## src/int_agg_pkg.sv

```systemverilog
// Constants for the device interrupt aggregator: register indices, field positions, resets.
// Assumes a single 100 MHz core clock and a plain strobe-based register port.
package int_agg_pkg;
  localparam int unsigned ADDR_W = 4;
  localparam int unsigned DATA_W = 32;
  localparam logic [ADDR_W-1:0] ADDR_SCRATCH = 4'h0;
  localparam logic [ADDR_W-1:0] ADDR_ENABLE  = 4'h4;
  localparam logic [ADDR_W-1:0] ADDR_STATUS  = 4'h8;
  localparam logic [DATA_W-1:0] RESET_WORD   = 32'h0000_0000;
  // Writable bits of the enable register; reserved bits 30, 26, 18, 13:9 and loss-limit bit 22 stay zero
  localparam logic [DATA_W-1:0] ENABLE_MASK  = 32'hbbbb_c1ff;
  localparam int unsigned BIT_GLOBAL     = 31;
  localparam int unsigned BIT_LOAD_FAIL  = 29;
  localparam int unsigned BIT_LOAD_ERR   = 28;
  localparam int unsigned BIT_MANUAL     = 27;
  localparam int unsigned LSB_LOS_LMT    = 21;
  localparam int unsigned MSB_LOS_LMT    = 25;
  localparam int unsigned BIT_DLOOP_LMT  = 20;
  localparam int unsigned BIT_ALOOP_LMT  = 19;
  localparam int unsigned LSB_FREQ       = 14;
  localparam int unsigned MSB_FREQ       = 17;
  localparam int unsigned LSB_LOS        = 4;
  localparam int unsigned MSB_LOS        = 8;
  localparam int unsigned BIT_DLOOP_STCH = 3;
  localparam int unsigned BIT_DLOOP_HOLD = 2;
  localparam int unsigned BIT_DLOOP_UNLK = 1;
  localparam int unsigned BIT_ALOOP_UNLK = 0;
  localparam int unsigned SCR_DIV_DIS    = 3;
  localparam int unsigned SCR_FB_DIS     = 2;
  localparam int unsigned SCR_DIV_RST    = 1;
  localparam int unsigned SCR_RC_SEL     = 0;
endpackage

```

## src/device_interrupt_aggregator.sv

```systemverilog
// Device interrupt aggregator: event mirror, per-source enables, global interrupt, scratch word.
// Assumes event inputs synchronous to clk and a bus master that never overlaps strobes.
//
// Notes on behaviour
// - Status bit 31 is OR of other status bits masked by enables.
// - Interrupt asserts only when bit 31 pending and global enable set.
// - Masked global interrupt drives the GPIO-routed interrupt output.
// - Status 29 is fuse load failure OR external ROM load failure.
// - Status 28 is fuse checksum error OR external ROM checksum error.
// - Status 27 mirrors fuse manual request done.
// - Status 25..21 mirror loss-limit events of reference and clock inputs 3..0.
// - Status 20 mirrors digital loop unlock-limit, 19 analog loop unlock-limit.
// - Status 17..14 mirror frequency monitor events of clock inputs 3..0.
// - Status 8..4 mirror loss events of reference and clock inputs 3..0.
// - Status 3 digital loop state change, 2 digital loop holdover.
// - Status 1 digital loop unlock, 0 analog loop unlock.
// - Per-source enables reset to zero and gate their source into status bit 31; the bit 22 enable is not writable.
// - A 32-bit read-write scratch word resets to zero.
// - Scratch bit 3 forces system clock divider enable low.
// - Scratch bit 2 forces analog loop feedback divider enable low.
// - Scratch bit 1 holds system clock divider in reset.
// - Scratch bit 0 selects RC oscillator; software sets it only when ready.
`timescale 1ns/1ns
module device_interrupt_aggregator
  import int_agg_pkg::*;
(
  input  wire logic                           clk,
  input  wire logic                           reset,
  input  wire logic [int_agg_pkg::ADDR_W-1:0] addr,
  input  wire logic [int_agg_pkg::DATA_W-1:0] wdata,
  input  wire logic                           wr,
  input  wire logic                           rd,
  output logic      [int_agg_pkg::DATA_W-1:0] rdata,
  input  wire logic                           fuse_load_fail,
  input  wire logic                           rom_load_fail,
  input  wire logic                           fuse_crc_err,
  input  wire logic                           rom_crc_err,
  input  wire logic                           fuse_manual_done,
  input  wire logic [4:0]                     los_limit_evt,
  input  wire logic                           digital_loop_unlock_limit,
  input  wire logic                           analog_loop_unlock_limit,
  input  wire logic [3:0]                     freq_evt,
  input  wire logic [4:0]                     los_evt,
  input  wire logic                           digital_loop_state_change,
  input  wire logic                           digital_loop_holdover,
  input  wire logic                           digital_loop_unlock,
  input  wire logic                           analog_loop_unlock,
  output logic                                device_irq,
  output logic                                sysclk_div_enable_force_low,
  output logic                                fb_div_enable_force_low,
  output logic                                sysclk_div_reset,
  output logic                                core_clk_rc_select
);
  import int_agg_pkg::*;

  logic [DATA_W-1:0] software_scratch_word;
  logic [DATA_W-1:0] interrupt_enable_mask;
  logic [DATA_W-1:0] sources;
  logic [DATA_W-1:0] interrupt_pending_flags;
  logic [DATA_W-1:0] next_rdata;
  logic              global_pending;
  logic              next_irq;
  wire               wr_scratch = wr && (addr == ADDR_SCRATCH);
  wire               wr_enable  = wr && (addr == ADDR_ENABLE);

  // Pure mirror of event inputs; no storage so clearing at the source clears here
  always_comb
  begin
    sources                              = RESET_WORD;
    sources[BIT_LOAD_FAIL]               = fuse_load_fail | rom_load_fail;
    sources[BIT_LOAD_ERR]                = fuse_crc_err | rom_crc_err;
    sources[BIT_MANUAL]                  = fuse_manual_done;
    sources[MSB_LOS_LMT:LSB_LOS_LMT]     = los_limit_evt;
    sources[BIT_DLOOP_LMT]               = digital_loop_unlock_limit;
    sources[BIT_ALOOP_LMT]               = analog_loop_unlock_limit;
    sources[MSB_FREQ:LSB_FREQ]           = freq_evt;
    sources[MSB_LOS:LSB_LOS]             = los_evt;
    sources[BIT_DLOOP_STCH]              = digital_loop_state_change;
    sources[BIT_DLOOP_HOLD]              = digital_loop_holdover;
    sources[BIT_DLOOP_UNLK]              = digital_loop_unlock;
    sources[BIT_ALOOP_UNLK]              = analog_loop_unlock;
  end

  // Global enable bit is excluded from the per-source OR by a constant mask on bit 31
  assign global_pending = |(sources & interrupt_enable_mask & ~(32'h1 << BIT_GLOBAL));

  always_comb
  begin
    interrupt_pending_flags             = sources;
    interrupt_pending_flags[BIT_GLOBAL] = global_pending;
  end

  assign next_irq = global_pending & interrupt_enable_mask[BIT_GLOBAL];

  assign next_rdata = (addr == ADDR_SCRATCH) ? software_scratch_word :
                      (addr == ADDR_ENABLE)  ? interrupt_enable_mask :
                      (addr == ADDR_STATUS)  ? interrupt_pending_flags : RESET_WORD;

  always_ff @(posedge clk)
  begin
    if (reset)
    begin
      software_scratch_word <= RESET_WORD;
      interrupt_enable_mask <= RESET_WORD;
    end
    else
    begin
      if (wr_scratch)
        software_scratch_word <= wdata;
      if (wr_enable)
        interrupt_enable_mask <= wdata & ENABLE_MASK;
    end
  end

  // Read data valid only in the cycle after the strobe; zero otherwise
  always_ff @(posedge clk)
  begin
    if (reset)
      rdata <= RESET_WORD;
    else if (rd)
      rdata <= next_rdata;
    else
      rdata <= RESET_WORD;
  end

  // Registered outputs: one cycle latency from event or register change
  always_ff @(posedge clk)
  begin
    if (reset)
    begin
      device_irq                  <= 1'b0;
      sysclk_div_enable_force_low <= 1'b0;
      fb_div_enable_force_low     <= 1'b0;
      sysclk_div_reset            <= 1'b0;
      core_clk_rc_select          <= 1'b0;
    end
    else
    begin
      device_irq                  <= next_irq;
      sysclk_div_enable_force_low <= software_scratch_word[SCR_DIV_DIS];
      fb_div_enable_force_low     <= software_scratch_word[SCR_FB_DIS];
      sysclk_div_reset            <= software_scratch_word[SCR_DIV_RST];
      // Glitch-free mux lives in the clock generator; ordering is software's duty
      core_clk_rc_select          <= software_scratch_word[SCR_RC_SEL];
    end
  end

  AST_IRQ_CAUSE: assert property (@(posedge clk) disable iff (reset)
    device_irq |-> $past(global_pending && interrupt_enable_mask[BIT_GLOBAL]))
    else $error("irq without enabled pending source");
  AST_IRQ_SET: assert property (@(posedge clk) disable iff (reset)
    (global_pending && interrupt_enable_mask[BIT_GLOBAL]) |=> device_irq)
    else $error("irq missed");
  AST_GLOBAL_OR: assert property (@(posedge clk) disable iff (reset)
    global_pending == |(sources[BIT_LOAD_FAIL:0] & interrupt_enable_mask[BIT_LOAD_FAIL:0]))
    else $error("global pending mismatch");
  AST_MASK_BLOCK: assert property (@(posedge clk) disable iff (reset)
    (interrupt_enable_mask == RESET_WORD) |-> !global_pending)
    else $error("pending with no enables");
  AST_LOAD_FAIL: assert property (@(posedge clk) disable iff (reset)
    interrupt_pending_flags[BIT_LOAD_FAIL] == (fuse_load_fail || rom_load_fail))
    else $error("load fail status wrong");
  AST_LOAD_ERR: assert property (@(posedge clk) disable iff (reset)
    interrupt_pending_flags[BIT_LOAD_ERR] == (fuse_crc_err || rom_crc_err))
    else $error("load err status wrong");
  AST_MIRROR: assert property (@(posedge clk) disable iff (reset)
    rd && addr == ADDR_STATUS |=> rdata[MSB_LOS:LSB_LOS] == $past(los_evt))
    else $error("status read wrong");
  AST_SCRATCH_RW: assert property (@(posedge clk) disable iff (reset)
    wr_scratch ##1 (rd && addr == ADDR_SCRATCH) |=> rdata == $past(wdata, 2))
    else $error("scratch readback wrong");
  AST_RC_SEL: assert property (@(posedge clk) disable iff (reset)
    wr_scratch ##1 !wr_scratch |=> core_clk_rc_select == $past(wdata[SCR_RC_SEL], 2))
    else $error("rc select not following scratch");
  AST_DIV_CTRL: assert property (@(posedge clk) disable iff (reset)
    wr_scratch ##1 !wr_scratch |=> (sysclk_div_reset == $past(wdata[SCR_DIV_RST], 2)
      && sysclk_div_enable_force_low == $past(wdata[SCR_DIV_DIS], 2)
      && fb_div_enable_force_low == $past(wdata[SCR_FB_DIS], 2)))
    else $error("divider controls wrong");

  COV_IRQ: cover property (@(posedge clk) disable iff (reset) $rose(device_irq));
  COV_IRQ_CLEAR: cover property (@(posedge clk) disable iff (reset) $fell(device_irq));
  COV_RC: cover property (@(posedge clk) disable iff (reset) $rose(core_clk_rc_select));
  COV_MASKED: cover property (@(posedge clk) disable iff (reset)
    |sources && !global_pending);
endmodule

```

## config.mk

```make
export PLATFORM = sky130hd
export DESIGN_NAME = device_interrupt_aggregator
export DESIGN_NICKNAME = d
export VERILOG_FILES = /design/src/int_agg_pkg.sv /design/src/device_interrupt_aggregator.sv
export SDC_FILE = /design/constraint.sdc
export NUM_CORES = 1
export LEC_CHECK = 0
export ABC_AREA = 1
export BUFFER_PORTS_ARGS = -buffer_cell sky130_fd_sc_hd__buf_2
export CORE_UTILIZATION = 40
export CTS_CLUSTER_DIAMETER = 120
export DETAILED_ROUTE_END_ITERATION = 7
export PLACE_DENSITY = 0.65
export REMOVE_ABC_BUFFERS = 1
export SLEW_MARGIN = 40
export SYNTH_ARGS = -nofsm -noshare
export SYNTH_HDL_FRONTEND = slang
export SYNTH_SLANG_ARGS = --single-unit
```

## constraint.sdc

```tcl
create_clock -name clk -period 1.64 [get_ports clk]
set_input_delay 0.082 -clock clk [delete_from_list [all_inputs] [get_ports clk]]
set_output_delay 0.082 -clock clk [all_outputs]
set_load 0.02 [all_outputs]
```

==> key figures <==
Synthesis
  • Syn Area/Cell: 7.77 um^2
  • Yosys cell types: 20
  • EDFF count, synth: 0
  • Count leader, synth: nand2_1
  • Synthesis-stage register bit count: 92
  • Synth async-reset ratio: 0%
  • Synth top cells by count: 143 x nand2_1, 92 x dfxtp_1, 57 x a21oi_1, 44 x nand3_1, 22 x a31oi_1
  • Register area share after synthesis: between 50% and 60%
  • Ranking of synthesized cells by area: dfxtp_1 52%, nand2_1 15%, a21oi_1 8.1%
  • YS warnings: 0
  • Cells after synthesis: 452
  • Post-synth top flop: dfxtp_1
  • Mapped Area: 3510 um^2
  • Share of the synthesized area in the top cell type: 52.4%
  • Most area-hungry cell type in the Yosys netlist: dfxtp_1

Clocking
  • H-Tree Depth: 3
  • Clock Latency Late Sink: approximately 0.35 ns
  • Clock buffer depth: 2
  • CTS tree: built
  • Cts repair resizes: 0
  • Clock buffers created by TritonCTS: 9
  • Clock tree sinks: a little over 90
  • Clock Root Buffer: clkbuf_8
  • Worst-path clk slew: ~0.08 ns

Floorplanning
  • Die X: around 96 um
  • Initial Util: between 40% and 50%
  • Die H: 95.7 um
  • FP Rows: 33
  • Core ar.: 8340 um^2
  • Ports: 102
  • Die ar.: 9160 um^2

Setup path
  • CP Class: in -> reg
  • CP dominant cell by count: nand2_1
  • CP bufs+invs: 2
  • Critical-path cell list: dlygate4sd3_1 > buf_2 > nand2_1 > nand2_1 > nor2_1 > nand2_1 > nor2_1 > nand2_1 > nand2_1 > nor2_1
  • CP peak stage delay: 0.52 ns
  • Slowest stage cell, crit path: dlygate4sd3_1
  • Worst Path Required: approximately 1.9 ns
  • Worst EP arrival: ~1.4 ns
  • CP Max Fanout: 2
  • Reg2Reg Setup Slack: 0.51 ns
  • Crit end category: register
  • Top Family by Delay on Critical Path: simple AND/OR/NAND/NOR gates
  • Type of origin of the critical path: input pin

Detailed routing
  • Final WL: approximately 9.4 mm
  • Drc violations: 0
  • Drt pass-1 iters: 5
  • Via count of the routed design: around 3,400
  • Vias per cell: about 4.9
  • DR WL/cell: between 10 and 15 um
  • ANT nets after route: 0
  • First DRT Iteration DRCs: between 150 and 200

Hold path
  • Min-Delay Path Class: in -> reg

Placed design
  • Dpl cells: approximately 640
  • Hpwl dp: 6.15 mm
  • Routability Congestion: 0.843
  • Setup WS pre-CTS: ~0.14 ns
  • I/O Buffers: a little over 100

STA
  • Max-slew violation count: 0
  • Setup ws final: approximately 0.46 ns
  • Endpoints failing setup: 0
  • RSZ-0062 raised after global routing: false
  • Final hold vios: 0
  • Clk_skew: roughly 0.0073 ns
  • Slew @ Worst Pin: about 0.52 ns
  • Achievable Freq: around 850 MHz
  • Relative max-transition margin: about 65%
  • Tmin final: ~1.2 ns
  • Period utilisation layout: a little under three quarters
  • Hold Slack: between 0.015 and 0.02 ns

Power and ir drop
  • Pwr dens: between 900 and 1000 nW/um^2
  • Part of the power in registers: between 50 and 60%
  • Power Internal: approximately 3.5 mW
  • Sw Ratio: ~22%
  • Static Leakage: ~1.9 nW
  • Clk pwr share: approximately 41%
  • P_sw: between 0.9 and 1 mW
  • Worst vdd ir: between 0.0005 and 0.0006 V
  • Fraction of power consumed by combinational cells: 8.0%

Status
  • Outcome: finished clean

GRT
  • Number of global-route vias before repair: 3,136
  • Initial antenna violation count: 0
  • Total track usage: roughly 22%
  • Largest net degree at the start of global routing: 47
  • First-pass GRT wire length: about 15 mm
  • Gr ovfl total: 0

Finish
  • Antenna cells: 0
  • Final net count: 650
  • Non-Filler Instances: slightly below 700
  • P&R area growth vs syn: 33.6%
  • Ratio of cells with drive above 1 in the final layout: 23.4%

Run
  • Max-Cap Viols: 0
worst reg2reg max path, stage by stage, from the launching register on:
cell	delay (ns)
dfxtp_1	0.33
nand2_1	0.06
nand2_1	0.05
nor2_1	0.15
nand2_1	0.09
nor2_1	0.13
nand2_1	0.10
nand2_1	0.07
nor2_1	0.03
cells by family after synthesis:
group           Yosys count  synth area share, %
flops                    92                 52.4
buf+inv                  49                 7.41
compound gates           98                 14.7
simple gates            213                 25.4
cell type report:
type	instances	area [um^2]
Clock buffer	12	155
Clock inverter	4	95.1
Fill cell	813	3650
Sequential cell	92	1840
Timing Repair Buffer	152	981
Tap cell	105	131
Multi-Input combinational cell	311	1420
Inverter	19	71.3
per-layer routing:
layer / part of all wire [%] / track usage [%] / wire [um]
met5: 0 / 0 / 0
met4: 0.59 / 5.97 / 56
met3: 6.2 / 4.82 / 583
met1: 45 / 28.0 / 4280
met2: 48 / 37.0 / 4510
per-stage QoR:
| stage | total power, mW | util [%] | TNS, ns | area [um^2] |
|---|---|---|---|---|
| 4_1_cts | 4.53 | 56.2 | 0 | 4680 |
| 6_report | 4.48 | 56.3 | 0 | 4690 |
| 3_5_place_dp | 2.61 | 48.8 | 0 | 4070 |
| 5_1_grt | 4.65 | 56.3 | 0 | 4690 |
| 3_3_place_gp | 2.60 | 48.8 | 0 | 4070 |
| 2_1_floorplan | 2.41 | - | -35.81 | 3320 |
repair_timing:
action | 4_1_cts | 5_1_grt
setup buffers | 0 | 0
endpoints found under the setup margin | 0 | 0
endpoints found under the hold margin | 43 | 1
hold buffers | 36 | 1
final timing paths:
path / to / start / depth (start not counted)
max: device_irq$_SDFF_PP0_ / freq_evt[1] / 10
min: software_scratch_word[13]$_SDFFE_PP0P_ / wdata[13] / 3
max reg2reg: device_irq$_SDFF_PP0_ / interrupt_enable_mask[15]$_SDFFE_PP0P_ / 8
min reg2reg: rdata[10]$_SDFF_PP0_ / software_scratch_word[10]$_SDFFE_PP0P_ / 2
power by group through the flow:
stage / Combinational (mW) / Clock (mW) / Sequential [mW]
final: 0.357 / 1.85 / 2.27
after CTS: 0.354 / 1.91 / 2.27
after detailed placement: 0.287 / 0 / 2.32
after global routing: 0.393 / 1.98 / 2.27
after floorplan: 0.0876 / 0 / 2.33
after global placement: 0.283 / 0 / 2.32
placed cells by master (no fill, tap or decap), types with 2 or more instances in the layout:
cell type,n
dfxtp_1,92
inv_1,18
clkbuf_8,11
o21ai_1,8
nor2_1,19
bufinv_16,3
o21ai_0,11
buf_2,101
nor2_4,2
buf_4,14
nand2_2,2
nand2_1,143
dlygate4sd3_1,37
a31oi_1,22
nand3_1,44
a21oi_1,57
state kept, by name (all words and copies together), names as in the netlist:
| name | cells |
|---|---|
| software_scratch_word | 32 |
| device_irq | 1 |
| fb_div_enable_force_low | 1 |
| interrupt_enable_mask | 23 |
| core_clk_rc_select | 1 |
| sysclk_div_reset | 1 |
| sysclk_div_enable_force_low | 1 |
| rdata | 32 |
(Power assumes the default switching activity.)
